<file path="config.mk">
export PLATFORM = sky130hd
export DESIGN_NAME = arcb_core
export DESIGN_NICKNAME = d
export VERILOG_FILES = /design/src/core/arcb_pkg.sv /design/src/core/arcb_core.sv /design/src/core/arcb_ret_buf.sv /design/src/core/arcb_alu.sv
export SDC_FILE = /design/constraint.sdc
export NUM_CORES = 1
export LEC_CHECK = 0
export BUFFER_PORTS_ARGS = -buffer_cell sky130_fd_sc_hd__buf_2
export CAP_MARGIN = 20
export CORE_UTILIZATION = 45
export CTS_CLUSTER_DIAMETER = 100
export CTS_CLUSTER_SIZE = 20
export DETAILED_ROUTE_END_ITERATION = 12
export GPL_ROUTABILITY_DRIVEN = 0
export PLACE_DENSITY = 0.67
export SLEW_MARGIN = 25
export SYNTH_ARGS = -nofsm -noshare
export SYNTH_HDL_FRONTEND = slang
export SYNTH_SLANG_ARGS = --single-unit
</file>
<file path="constraint.sdc">
create_clock -name mclk_i -period 7.5 [get_ports mclk_i]
set_input_delay 0.75 -clock mclk_i [delete_from_list [all_inputs] [get_ports mclk_i]]
set_output_delay 0.75 -clock mclk_i [all_outputs]
set_load 0.005 [all_outputs]
</file>
<file path="src/core/arcb_pkg.sv">
// Package with constants and types of the command interpreter
package arcb_pkg;
   localparam int ARCB_PKT_MAX = 44;
   localparam int ARCB_DATA_W = 8;
   localparam int ARCB_ADDR_W = 8;
   localparam logic [7:0] ARCB_CODE_EXIT = 8'h00;
   localparam logic [7:0] ARCB_CODE_MAX = 8'h0A;
   localparam logic [8:0] ARCB_REP_ZERO = 9'h100;
   localparam logic [5:0] ARCB_CNT_RST = 6'h00;
   typedef enum logic [2:0] {ARCB_OP_READ, ARCB_OP_WRITE, ARCB_OP_AND, ARCB_OP_OR,
      ARCB_OP_XOR} arcb_op_e;
   typedef enum {ARCB_S_IDLE, ARCB_S_MODE, ARCB_S_COUNT, ARCB_S_ADDR, ARCB_S_VAL,
      ARCB_S_RD, ARCB_S_WR, ARCB_S_FLUSH, ARCB_S_SEND} arcb_state_e;
endpackage

</file>
<file path="src/core/arcb_core.sv">
// Command interpreter running one program packet against memory
// Contract
// - A program packet holds at most 44 bytes.
// - Ten modes: five operations, each plain or incrementing.
// - Only reads fill the return buffer; no reads, no return packet.
// - Write stores value; AND, OR, XOR merge with location and store.
// - Plain mode fetches a fresh address and parameters every execution.
// - Incrementing mode fetches only parameters; address advances by one.
// - After its count, incrementing mode falls back to plain same operation.
// - In plain mode address bytes 0..10 are commands, 11 up addresses.
// - Code 0 exits; 1..10 select read, write, AND, OR, XOR pairs.
// - Packet end terminates exactly like an exit code.
// - Count byte 1 upward, 0 means 256; first address follows.
// - First address byte after a mode switch is always an address.
// - Switching to the already active mode is a normal switch.
// - Plain read: each address byte reads one location into buffer.
// - Incrementing read reads count consecutive locations from start.
// - Read results leave as one packet after the program ends.
`timescale 1ns/1ps
`default_nettype none
module arcb_core import arcb_pkg::*; #(
   parameter int PKT_MAX = ARCB_PKT_MAX,
   parameter int AW = ARCB_ADDR_W
) (
   input wire logic mclk_i,
   input wire logic rst_b_i,
   input wire logic cmd_valid_i,
   input wire logic [7:0] cmd_data_i,
   input wire logic cmd_last_i,
   output logic cmd_ready_o,
   output logic mem_req_o,
   output logic mem_we_o,
   output logic [AW-1:0] mem_addr_o,
   output logic [7:0] mem_wdata_o,
   input wire logic [7:0] mem_rdata_i,
   output logic ret_valid_o,
   output logic [7:0] ret_data_o,
   output logic ret_last_o,
   input wire logic ret_ready_i,
   output logic busy_o,
   output logic overflow_o
);
   arcb_state_e state;
   arcb_state_e next_state;
   arcb_op_e op;
   arcb_op_e next_op;
   logic incr;
   logic [8:0] reps;
   logic first_addr;
   logic [AW-1:0] addr;
   logic [7:0] val;
   logic [5:0] nbytes;
   logic pkt_end;
   logic [7:0] alu_res;
   logic [5:0] ret_count;
   logic buf_busy;
   logic next_incr;
   logic [8:0] next_reps;

   // Decoding shared by the address and mode stages
   function automatic logic is_cmd(input logic [7:0] b);
      return b <= ARCB_CODE_MAX;
   endfunction
   function automatic arcb_op_e code_op(input logic [7:0] b);
      logic [7:0] k;
      k = (b - 8'h01) >> 1;
      return arcb_op_e'(k[2:0]);
   endfunction

   wire take = cmd_valid_i && cmd_ready_o;
   wire fetch_state = state inside {ARCB_S_MODE, ARCB_S_COUNT, ARCB_S_ADDR, ARCB_S_VAL};
   assign cmd_ready_o = fetch_state;
   // The byte that reaches the packet limit closes the program early
   wire at_limit = (nbytes == 6'(PKT_MAX - 1));
   wire end_now = take && (cmd_last_i || at_limit);
   wire byte_cmd = is_cmd(cmd_data_i) && !first_addr && !(incr && reps != 9'h000);
   wire needs_val = (op != ARCB_OP_READ);
   wire rep_done = incr && (reps == 9'h001);

   assign mem_req_o = (state == ARCB_S_RD) || (state == ARCB_S_WR);
   assign mem_we_o = (state == ARCB_S_WR);
   assign mem_addr_o = addr;
   assign mem_wdata_o = alu_res;
   assign busy_o = (state != ARCB_S_IDLE);

   arcb_alu u_alu (
      .op_i(op),
      .cur_i(mem_rdata_i),
      .val_i(val),
      .res_o(alu_res)
   );

   arcb_ret_buf #(.DEPTH(PKT_MAX), .AW(6)) u_buf (
      .mclk_i(mclk_i),
      .rst_b_i(rst_b_i),
      // Cleared as a new program starts; the last return packet has left by then
      .clr_i(state == ARCB_S_IDLE && cmd_valid_i),
      .push_i(state == ARCB_S_RD && op == ARCB_OP_READ),
      .push_data_i(mem_rdata_i),
      .send_i(state == ARCB_S_FLUSH),
      .ret_ready_i(ret_ready_i),
      .ret_valid_o(ret_valid_o),
      .ret_data_o(ret_data_o),
      .ret_last_o(ret_last_o),
      .count_o(ret_count),
      .busy_o(buf_busy)
   );
   assign overflow_o = (ret_count == 6'(PKT_MAX)) && !buf_busy;

   always_comb begin
      next_state = state;
      next_op = op;
      next_incr = incr;
      next_reps = reps;
      case (state)
         ARCB_S_IDLE: begin
            if (cmd_valid_i) begin
               next_state = ARCB_S_MODE;
            end
         end
         ARCB_S_MODE, ARCB_S_ADDR: begin
            if (take && (state == ARCB_S_MODE || byte_cmd)) begin
               if (cmd_data_i == ARCB_CODE_EXIT || cmd_data_i > ARCB_CODE_MAX) begin
                  next_state = ARCB_S_FLUSH;
               end else begin
                  // Re-selecting the active mode is just another switch
                  next_op = code_op(cmd_data_i);
                  next_incr = ~cmd_data_i[0];
                  next_state = cmd_data_i[0] ? ARCB_S_ADDR : ARCB_S_COUNT;
                  if (end_now) begin
                     next_state = ARCB_S_FLUSH;
                  end
               end
            end else if (take) begin
               // Address byte; read acts now, others wait for value
               next_state = needs_val ? ARCB_S_VAL : ARCB_S_RD;
               if (end_now && needs_val) begin
                  next_state = ARCB_S_FLUSH;
               end
            end
         end
         ARCB_S_COUNT: begin
            if (take) begin
               next_reps = (cmd_data_i == 8'h00) ? ARCB_REP_ZERO : {1'b0, cmd_data_i};
               next_state = end_now ? ARCB_S_FLUSH : ARCB_S_ADDR;
            end
         end
         ARCB_S_VAL: begin
            if (take) begin
               next_state = ARCB_S_RD;
            end
         end
         ARCB_S_RD: begin
            next_state = (op == ARCB_OP_READ) ? ARCB_S_ADDR : ARCB_S_WR;
            if (op == ARCB_OP_READ && incr && !rep_done) begin
               next_state = ARCB_S_RD;
            end
            if (op == ARCB_OP_READ) begin
               if (rep_done) begin
                  next_incr = 1'b0;
               end
               if (incr) begin
                  next_reps = reps - 9'h001;
               end
               if (pkt_end && !(incr && !rep_done)) begin
                  next_state = ARCB_S_FLUSH;
               end
            end
         end
         ARCB_S_WR: begin
            next_state = (incr && !rep_done) ? ARCB_S_VAL : ARCB_S_ADDR;
            if (rep_done) begin
               next_incr = 1'b0;
            end
            if (incr) begin
               next_reps = reps - 9'h001;
            end
            if (pkt_end) begin
               next_state = ARCB_S_FLUSH;
            end
         end
         ARCB_S_FLUSH: begin
            next_state = ARCB_S_SEND;
         end
         ARCB_S_SEND: begin
            if (!buf_busy) begin
               next_state = ARCB_S_IDLE;
            end
         end
         default: begin
            next_state = ARCB_S_IDLE;
         end
      endcase
   end

   always_ff @(posedge mclk_i or negedge rst_b_i) begin
      if (!rst_b_i) begin
         state <= ARCB_S_IDLE;
         op <= ARCB_OP_READ;
         incr <= 1'b0;
         reps <= 9'h000;
      end else begin
         state <= next_state;
         op <= next_op;
         incr <= next_incr;
         reps <= next_reps;
      end
   end

   // Address, value and packet bookkeeping
   always_ff @(posedge mclk_i or negedge rst_b_i) begin
      if (!rst_b_i) begin
         addr <= '0;
         val <= 8'h00;
         nbytes <= ARCB_CNT_RST;
         pkt_end <= 1'b0;
         first_addr <= 1'b0;
      end else begin
         if (state == ARCB_S_IDLE) begin
            nbytes <= ARCB_CNT_RST;
            pkt_end <= 1'b0;
         end else if (take) begin
            nbytes <= nbytes + 6'h01;
            pkt_end <= pkt_end | cmd_last_i | at_limit;
         end
         if (take && state inside {ARCB_S_MODE, ARCB_S_ADDR} && next_state != ARCB_S_FLUSH
             && (state == ARCB_S_MODE || byte_cmd)) begin
            first_addr <= 1'b1;
         end else if (take && state == ARCB_S_ADDR) begin
            first_addr <= 1'b0;
            addr <= cmd_data_i[AW-1:0];
         end
         if (take && state == ARCB_S_VAL) begin
            val <= cmd_data_i;
         end
         if ((state == ARCB_S_WR || (state == ARCB_S_RD && op == ARCB_OP_READ)) && incr) begin
            addr <= addr + AW'(1);
         end
      end
   end

   // Checks on the interpreter's own state and outputs
   AST_CMD_BOUND: assert property (@(posedge mclk_i) disable iff (!rst_b_i)
      take |-> nbytes < 6'(PKT_MAX)) else $error("packet over limit");
   AST_WR_AFTER_RD: assert property (@(posedge mclk_i) disable iff (!rst_b_i)
      mem_we_o |-> $past(state) == ARCB_S_RD && op != ARCB_OP_READ)
      else $error("write without fetch");
   AST_NO_RET_WRITE: assert property (@(posedge mclk_i) disable iff (!rst_b_i)
      mem_we_o |-> !u_buf.push_i) else $error("write pushed data");
   AST_ALU: assert property (@(posedge mclk_i) disable iff (!rst_b_i)
      mem_we_o && op == ARCB_OP_XOR |-> mem_wdata_o == (mem_rdata_i ^ val))
      else $error("xor result wrong");
   AST_INC_ADDR: assert property (@(posedge mclk_i) disable iff (!rst_b_i)
      state == ARCB_S_WR && incr && !pkt_end |=> addr == $past(addr) + AW'(1))
      else $error("address not advanced");
   AST_FALLBACK: assert property (@(posedge mclk_i) disable iff (!rst_b_i)
      state == ARCB_S_WR && rep_done |=> !incr) else $error("no fallback");
   AST_END_FLUSH: assert property (@(posedge mclk_i) disable iff (!rst_b_i)
      state == ARCB_S_WR && pkt_end |=> state == ARCB_S_FLUSH)
      else $error("end not honoured");
   AST_RET_AFTER: assert property (@(posedge mclk_i) disable iff (!rst_b_i)
      ret_valid_o |-> state == ARCB_S_SEND) else $error("early return");
   AST_COUNT_ZERO: assert property (@(posedge mclk_i) disable iff (!rst_b_i)
      state == ARCB_S_COUNT && take && cmd_data_i == 8'h00 |=> reps == 9'h100)
      else $error("zero count not 256");
   AST_FIRST_ADDR: assert property (@(posedge mclk_i) disable iff (!rst_b_i)
      take && state == ARCB_S_ADDR && first_addr |=> mem_addr_o == $past(cmd_data_i[AW-1:0]))
      else $error("first byte after switch not used as address");
   AST_PLAIN_ADDR: assert property (@(posedge mclk_i) disable iff (!rst_b_i)
      take && state == ARCB_S_ADDR && cmd_data_i > ARCB_CODE_MAX
      |=> mem_addr_o == $past(cmd_data_i[AW-1:0]) && state != ARCB_S_COUNT) else $error("no address");
   AST_SWITCH: assert property (@(posedge mclk_i) disable iff (!rst_b_i)
      take && state == ARCB_S_ADDR && byte_cmd && cmd_data_i != ARCB_CODE_EXIT && !end_now
      |=> first_addr && incr == !$past(cmd_data_i[0]) && state inside {ARCB_S_ADDR, ARCB_S_COUNT})
      else $error("mode code not obeyed");
   AST_EXIT: assert property (@(posedge mclk_i) disable iff (!rst_b_i)
      take && state == ARCB_S_ADDR && byte_cmd && cmd_data_i == ARCB_CODE_EXIT
      |=> state == ARCB_S_FLUSH) else $error("exit code not obeyed");
   AST_INC_READ: assert property (@(posedge mclk_i) disable iff (!rst_b_i)
      state == ARCB_S_RD && op == ARCB_OP_READ && incr && !rep_done
      |=> state == ARCB_S_RD && mem_addr_o == $past(mem_addr_o) + AW'(1))
      else $error("read burst broken");
   AST_RD_FALLBACK: assert property (@(posedge mclk_i) disable iff (!rst_b_i)
      state == ARCB_S_RD && op == ARCB_OP_READ && rep_done
      |=> !incr && state != ARCB_S_RD) else $error("read burst did not fall back");
   AST_NO_EMPTY_RET: assert property (@(posedge mclk_i) disable iff (!rst_b_i)
      state == ARCB_S_FLUSH && ret_count == 6'h00 |=> !ret_valid_o)
      else $error("empty return packet");
   AST_DROP_PART: assert property (@(posedge mclk_i) disable iff (!rst_b_i)
      take && state == ARCB_S_ADDR && !byte_cmd && needs_val && end_now
      |=> state == ARCB_S_FLUSH && !mem_req_o) else $error("partial command executed");
   AST_RET_HOLD: assert property (@(posedge mclk_i) disable iff (!rst_b_i)
      ret_valid_o && !ret_ready_i |=> ret_valid_o && $stable(ret_data_o))
      else $error("return byte dropped");
   AST_LIMIT_END: assert property (@(posedge mclk_i) disable iff (!rst_b_i)
      take && at_limit |=> !cmd_ready_o)
      else $error("byte taken beyond packet limit");
   COV_READ_PKT: cover property (@(posedge mclk_i) ret_last_o && ret_ready_i);
   COV_INC_WRITE: cover property (@(posedge mclk_i) mem_we_o && incr);
   COV_LOW_ADDR: cover property (@(posedge mclk_i) mem_req_o && addr < 8'h0B);
   COV_SWITCH: cover property (@(posedge mclk_i) take && state == ARCB_S_ADDR && byte_cmd);
   COV_ZERO_COUNT: cover property (@(posedge mclk_i) state == ARCB_S_COUNT && take && cmd_data_i == 8'h00);
endmodule
`default_nettype wire

</file>
<file path="src/core/arcb_ret_buf.sv">
// Return packet buffer that collects read bytes and sends them out
`timescale 1ns/1ps
`default_nettype none
module arcb_ret_buf import arcb_pkg::*; #(
   parameter int DEPTH = ARCB_PKT_MAX,
   parameter int AW = 6
) (
   input wire logic mclk_i,
   input wire logic rst_b_i,
   input wire logic clr_i,
   input wire logic push_i,
   input wire logic [7:0] push_data_i,
   input wire logic send_i,
   input wire logic ret_ready_i,
   output logic ret_valid_o,
   output logic [7:0] ret_data_o,
   output logic ret_last_o,
   output logic [AW-1:0] count_o,
   output logic busy_o
);
   logic [7:0] mem [DEPTH];
   logic [AW-1:0] wptr;
   logic [AW-1:0] rptr;
   logic sending;
   wire room = wptr < AW'(DEPTH);
   wire beat = sending && ret_ready_i;
   wire last_beat = (rptr + AW'(1)) == wptr;
   assign ret_valid_o = sending;
   assign ret_last_o = sending && last_beat;
   assign ret_data_o = mem[rptr];
   assign count_o = wptr;
   assign busy_o = sending;
   always_ff @(posedge mclk_i) begin
      if (push_i && room) begin
         mem[wptr] <= push_data_i;
      end
   end
   always_ff @(posedge mclk_i or negedge rst_b_i) begin
      if (!rst_b_i) begin
         wptr <= ARCB_CNT_RST[AW-1:0];
         rptr <= ARCB_CNT_RST[AW-1:0];
         sending <= 1'b0;
      end else if (clr_i) begin
         wptr <= ARCB_CNT_RST[AW-1:0];
         rptr <= ARCB_CNT_RST[AW-1:0];
         sending <= 1'b0;
      end else begin
         if (push_i && room) begin
            wptr <= wptr + AW'(1);
         end
         // An empty buffer never starts a packet
         if (send_i && wptr != '0) begin
            sending <= 1'b1;
         end else if (beat && last_beat) begin
            sending <= 1'b0;
         end
         if (beat) begin
            rptr <= rptr + AW'(1);
         end
      end
   end
endmodule
`default_nettype wire

</file>
<file path="src/core/arcb_alu.sv">
// Operation unit that forms the value written back to memory
`timescale 1ns/1ps
`default_nettype none
module arcb_alu import arcb_pkg::*; #(
   parameter int DW = ARCB_DATA_W
) (
   input wire arcb_op_e op_i,
   input wire logic [DW-1:0] cur_i,
   input wire logic [DW-1:0] val_i,
   output logic [DW-1:0] res_o
);
   wire [DW-1:0] and_v = cur_i & val_i;
   wire [DW-1:0] or_v = cur_i | val_i;
   wire [DW-1:0] xor_v = cur_i ^ val_i;
   // Write stores the value, logic ops merge with the location
   assign res_o = (op_i == ARCB_OP_AND) ? and_v :
                  (op_i == ARCB_OP_OR) ? or_v :
                  (op_i == ARCB_OP_XOR) ? xor_v : val_i;
endmodule
`default_nettype wire

</file>
Word-level counts from Yosys, hierarchy flattened:

Memories as Yosys holds them, arrays and structs flattened.
Cells that the tools add are included.

* input bits: 21
* memory bits (read-only): 0
* logic and storage cells: 165
* memory bits (writable): 352
* register bits after elaboration: 82
* output and inout bits: 31
* memories kept: 1
* bits in latches: 0

Memory list
* u_buf.mem: words 44, bits a word 8, read ports 1, clocked after Yosys merged registers in 0, wr ports 1, RTL line arcb_ret_buf.sv:21 `logic [7:0] mem [DEPTH];`

* $lt $le $gt $ge: 3
* multiplexer cells: 50
* divide/modulo/power cells: 0
* $add $sub $neg: 6
* bitwise gates (word level): 7
* multiply operators: 0
* equal/unequal tests: 27
* reduce and logical (&&, ||, !) cells: 59
* shift-type cells: 0

Operators by type and width (count)
* 2-to-1 mux 32 bit: 8
* one-hot mux 32 bit (8 select lines): 1
* equality test 32 x 3 -> 1 bit, second input constant: 5
* equality test 32 x 4 -> 1 bit, second input constant: 5
* equality test 32 x 2 -> 1 bit, second input constant: 3
* logical NOT 32 bit: 2
* 2-to-1 mux 8 bit: 6
* 2-to-1 mux 6 bit: 6
* 2-to-1 mux 9 bit: 4
* equality test 32 x 1 -> 1 bit, second input constant: 1
* inequality test 32 x 4 -> 1 bit, second input constant: 1
* nonzero test 32 bit: 1
* one-hot mux 9 bit (3 select lines): 1
* logical AND 1 bit: 26
* 2-to-1 mux 3 bit: 7
* adder 6 x 1 -> 6 bit, second input constant: 3
* 2-to-1 mux 1 bit: 15
* equality test 6 bit, second input constant: 2
* nonzero test 2 bit: 6
* nonzero test 3 bit: 4
* equality test 9 x 1 -> 1 bit, second input constant: 1
* nonzero test 9 bit: 1
* subtractor 9 x 1 -> 9 bit, second input constant: 1
* adder 8 x 1 -> 8 bit, second input constant: 1
* other kinds (26): 41

Depth between registers and ports, before layout:

* depth after elaboration: 14
* mapped depth: 10
* gate-level depth less buffers: 8

Modules after synthesis:

From an unflattened synthesis, not the netlist that was laid out.

* cells, all modules: 1256
* area total of the unflattened synthesis: 18855.6 um2

Modules (own cells, without submodules)
* arcb_ret_buf: area each 14731.6 um2, sequential area each 10895.4 um2, cells each 820, times used 1
* arcb_core: area each 3538.4 um2, sequential area each 1726.7 um2, cells each 354, times used 1
* arcb_alu: area each 585.6 um2, sequential area each 0.0 um2, cells each 82, times used 1

Worst setup path after synthesis:

Ideal clock, no wire load.

* path type: flip-flop to flip-flop
* start point: register state[21]
* end point: memory u_buf.mem[6][0], enable pin
* library setup time: 0.395 ns
* required time: 7.105 ns
* arrival time: 2.793 ns
* stages on the path, launching flop included: 8
* path buffers: 1
* path slack: 4.313 ns
* clock period less this slack: 3.187 ns
* path through: dfrtp_1 -> or4_1 -> nor2_4 -> nand4_1 -> a2111oi_2 -> buf_2 -> nand2_1 -> nor4_1

* word-level cells in the longest chain between the ends: 5

Ends and longest elaborated chain
* from (decl): RTL line arcb_core.sv:43 `arcb_state_e state;`
* from (signal assigned): RTL line arcb_core.sv:203 `state <= next_state;`
* equality test 32 x 4 -> 1 bit: RTL line arcb_core.sv:98 `.push_i(state == ARCB_S_RD && op == ARCB_OP_READ),`
* logical AND 1 bit: RTL line arcb_core.sv:98
* logical AND 1 bit: RTL line arcb_ret_buf.sv:34 `if (push_i && room) begin`
* 2-to-1 mux 1 bit: RTL line arcb_ret_buf.sv:34
* 2-to-1 mux 1 bit (not written as such): RTL line arcb_ret_buf.sv:35 `mem[wptr] <= push_data_i;`
* to (decl): RTL line arcb_ret_buf.sv:21

Every way passes these cells.

Worst setup path in the final report:

* start point: register u_buf.rptr[0]
* end point: output ret_data_o[6]

* word-level cells in the longest chain between the ends: 1

Ends and longest elaborated chain
* from (decl): RTL line arcb_ret_buf.sv:23 `logic [AW-1:0] rptr;`
* from (signal assigned): RTL line arcb_ret_buf.sv:41 `rptr <= ARCB_CNT_RST[AW-1:0];`
* from (signal assigned): RTL line arcb_ret_buf.sv:45 `rptr <= ARCB_CNT_RST[AW-1:0];`
* from (signal assigned): RTL line arcb_ret_buf.sv:58 `rptr <= rptr + AW'(1);`
* memory (44 x 8 bit)
* to (decl): RTL line arcb_core.sv:37 `output logic [7:0] ret_data_o,`

Every way passes these cells.

==> impl_results.md <==
- FFs w/ async S/R, synth: 18.9%
- Total length of routed wires: 39900 um
- Maximum clock skew at final layout: 0.0127 ns
- Post-synth EDFFs: 352
- Logic depth of the worst register-to-register path: 7
- IR drop worst, VDD: 262 uV
- Setup slack of the worst register-to-register path: 3.88 ns
- Post-layout minimum cycle time: 4.54 ns
- Clock tree root buffer cell: clkbuf_16
- Htree depth: 1
- Later-pin clock latency in the skew report: 0.55 ns
- Filler Cells Inserted: 3401
- Total iterations of the first detailed-routing run: 5
- Max-slew violation total from the final report: 0
- Leading cell type in the layout, fill and taps excluded: edfxtp_1
- Setup violations, final: 0
- Area of the die: 41700 um^2
- # Max-Cap Violations: 0
- Largest net degree at the start of global routing: 83
- Critical path data arrival time: 3.79 ns
- Reg power frac: 49.6%
- Standard cell core area: 40000 um^2
- Combinational fraction of design power: 26.3%
- Vias per cell: 5.82
- Data required, critical path: 6.75 ns
- Worst Hold Slack: 0.228 ns
- Switching pwr: 1.66 mW
- Max stage delay on crit path: 1.05 ns
- Initial antenna violation count: 0
- Number of design-rule violations left by the first detailed-router iteration: 870
- Number of buffers added by the clock tree synthesis step: 25
- Die boundary width: 204 um
- DPL Wire Length: 25000 um
- Effective utilization at floorplan: 46.0%
- Dominant synthesized flop cell: edfxtp_1
- Synthesized-area fraction occupied by ao, oa, aoi and oai cells: 7.56%
- Yosys warnings: 0
- Slew Limit Headroom: 29.8%
- Clock Pin Slew Worst Setup and Hold Paths: 0.09 ns
- Wire length of the first global-routing pass: 61600 um
- Cell Int Power: 3.88 mW
- Combinational family with the most area after synthesis: multiplexers
- Setup Buffers After CTS: 0
- Worst r2r dst: u_buf.mem[15][3]
- Clock tree from TritonCTS: built
- Max Clk Rate: 220 MHz
- Row Count: 73
- Max FO, Critical Path: 74
- Via count of the first global-routing pass: 10200
- Mean instance size in the synthesized netlist: 15.2 um^2
- Most frequent cells in the layout: edfxtp_1, nor2_1, dfrtp_1
- Layout cells sized above 1: 14.5%
- Final Hold Violating Endpoints: 0
- Total gr overflow: 0
- Worst reg2reg path startpoint: state[14]
- Sequential cell area fraction in the yosys report: 68.6%
- Antenna Diode Count: 0
- Cells along the critical path: buf_12, mux4_2, o22ai_1, a21oi_1, a211oi_1, a21oi_1, buf_2
- Routed wire length per instance: 22.3 um
- Cell count after synthesis: 1207
- Area of the multi-input gates: 5490 um^2
- XOR/XNOR Fraction of Synth Area: 1.19%
- Setup total negative slack: 0 ns
- Die Span Y: 204 um
- Share of cell area taken by muxes after synthesis: 11.3%
- Setup repair after global routing missed its margin: no
- Net total in the final layout: 1306
- Crit path launch type: flip-flop
- Post_cts resized: 0
- Synth Area in Adders: 1.77%
- Path type of the worst min-delay path: in -> async
- Power density over the cells: 278 nW/um^2
- Most used cell, CP: a21oi_1
- Element type at the critical path end: output pin
- Type of the setup path with the least slack: reg -> out
- Post-synthesis instance area: 18400 um^2
- Number of sinks on the clock net: 434
- Distinct cell type count of the synthesized netlist: 74
- Number of flip-flops and latches in the synthesized netlist: 434
- Leak: 6.89 nW
- Area taken by flip-flops and latches: 12600 um^2
- Largest buffer count on any clock path: 3
- Count of port buffers added during placement: 51
- Standard cell with the maximum stage delay on the critical path: dfrtp_4
- Ports: 52
- Crit share post-route: 60.5%
- Share of power burned in the clock network: 24.1%
- Routed Antenna Nets: 0
- Simple-Gate Fraction of Synth Area: 7.34%
- Overall fraction of global-route tracks in use: 19.5%
- Hold buffer count at CTS: 0
- DR DRC count: 0
- Area Growth Syn to Fin: 8.40%
- Switching fraction of total power: 30.0%
- Outcome: complete, no violations
- Vias post-DR: 10400
- Least-Margin Pin Slew: 1.05 ns
## worst max path at each step
stage / slack (ns) / from / endpoint
3_3_place_gp: 3.53 / u_buf.rptr[0] / ret_data_o[6]
6_report: 2.96 / u_buf.rptr[0] / ret_data_o[6]
4_1_cts: 2.88 / u_buf.rptr[0] / ret_data_o[6]
3_5_place_dp: 3.54 / u_buf.rptr[0] / ret_data_o[6]
2_1_floorplan: 4.31 / state[21] / u_buf.mem[6][0]
5_1_grt: 2.74 / u_buf.rptr[0] / ret_data_o[6]
## worst max-delay path, delay by kind of cell (launching register included)
kind | cells | cell delay (ns)
compound gates | 4 | 0.80
flops | 1 | 1.05
mux | 1 | 0.58
buf+inv | 2 | 0.73
## cell families after synthesis
group / Yosys count
flip-flops: 434
AND/OR/NAND/NOR: 284
AO/OA/AOI/OAI: 200
multiplexers: 137
buffers and inverters: 100
adder cells (fa/ha/maj): 26
XOR/XNOR: 25
other: 1
## sequential cells by signal (all words and copies together) (netlist names), 3 cells and up
signal         count
u_buf.mem        352
op                 3
u_buf.count_o      6
val                8
mem_addr_o         8
state             32
reps               9
u_buf.rptr         6
nbytes             6
## routing by layer
| layer | vias to the layer above | track usage [%] | part of all wire, % |
|---|---|---|---|
| li1 | 4762 | - | - |
| met1 | 5295 | 27.7 | 42 |
| met2 | 317 | 32.3 | 50 |
| met3 | 46 | 2.09 | 5.8 |
| met4 | 0 | 4.58 | 2.1 |
| met5 | - | 0 | 0 |
## synth_stat cells, types with 3 or more instances
| library cell | n | area share, % |
|---|---|---|
| nand3_1 | 22 | 0.60 |
| a211oi_1 | 17 | 0.69 |
| or2_2 | 3 | 0.10 |
| nor2_1 | 117 | 2.4 |
| or4_4 | 4 | 0.24 |
| clkbuf_1 | 45 | 0.92 |
| a21oi_1 | 51 | 1.4 |
| a31oi_1 | 8 | 0.27 |
| xor2_1 | 12 | 0.57 |
| nor3b_1 | 4 | 0.16 |
| o221ai_1 | 33 | 1.6 |
| xnor2_1 | 13 | 0.62 |
| and3_1 | 5 | 0.17 |
| nand2_1 | 63 | 1.3 |
| a221o_1 | 8 | 0.44 |
| nand2b_1 | 5 | 0.17 |
| buf_2 | 14 | 0.38 |
| buf_1 | 5 | 0.10 |
| nor2b_1 | 5 | 0.17 |
| dfrtp_1 | 82 | 11 |
| o21ai_0 | 30 | 0.82 |
| o221a_2 | 6 | 0.37 |
| nor4_1 | 9 | 0.31 |
| ha_1 | 26 | 1.8 |
| edfxtp_1 | 352 | 57 |
| mux4_2 | 56 | 6.9 |
| nor3_1 | 17 | 0.46 |
| o21ai_1 | 3 | 0.082 |
| o22ai_1 | 17 | 0.58 |
| mux2_2 | 5 | 0.31 |
| nand4_1 | 13 | 0.44 |
| inv_1 | 32 | 0.65 |
| mux2i_1 | 76 | 4.1 |
## power by group through the flow
stage | logic [mW] | registers, mW | clock network [mW]
after floorplan | 1.09 | 2.69 | 0
after global routing | 1.56 | 2.76 | 1.44
after CTS | 1.47 | 2.75 | 1.36
final | 1.46 | 2.74 | 1.34
after global placement | 1.45 | 2.80 | 0
after detailed placement | 1.46 | 2.80 | 0
## per-stage QoR
stage | power (mW) | utilization (%) | instance area [um^2] | instances | setup WS [ns]
detailed placement | 4.26 | 48.2 | 19300 | 1757 | 3.54
global route | 5.76 | 49.8 | 19900 | 1791 | 2.74
global placement | 4.25 | 48.1 | 19300 | 1757 | 3.53
finish | 5.54 | 49.8 | 19900 | 1791 | 2.96
floorplan | 3.78 | - | 18500 | 1234 | 4.31
CTS | 5.58 | 49.8 | 19900 | 1791 | 2.88
## final cells by class
type,instances,share of cell area [%]
Clock inverter,1,0.0439
Timing Repair Buffer,64,1.86
Tap cell,525,3.29
Inverter,34,0.640
Clock buffer,33,3.29
Sequential cell,434,63.3
Multi-Input combinational cell,700,27.5
Note: power is estimated with default switching activity, not from simulation.
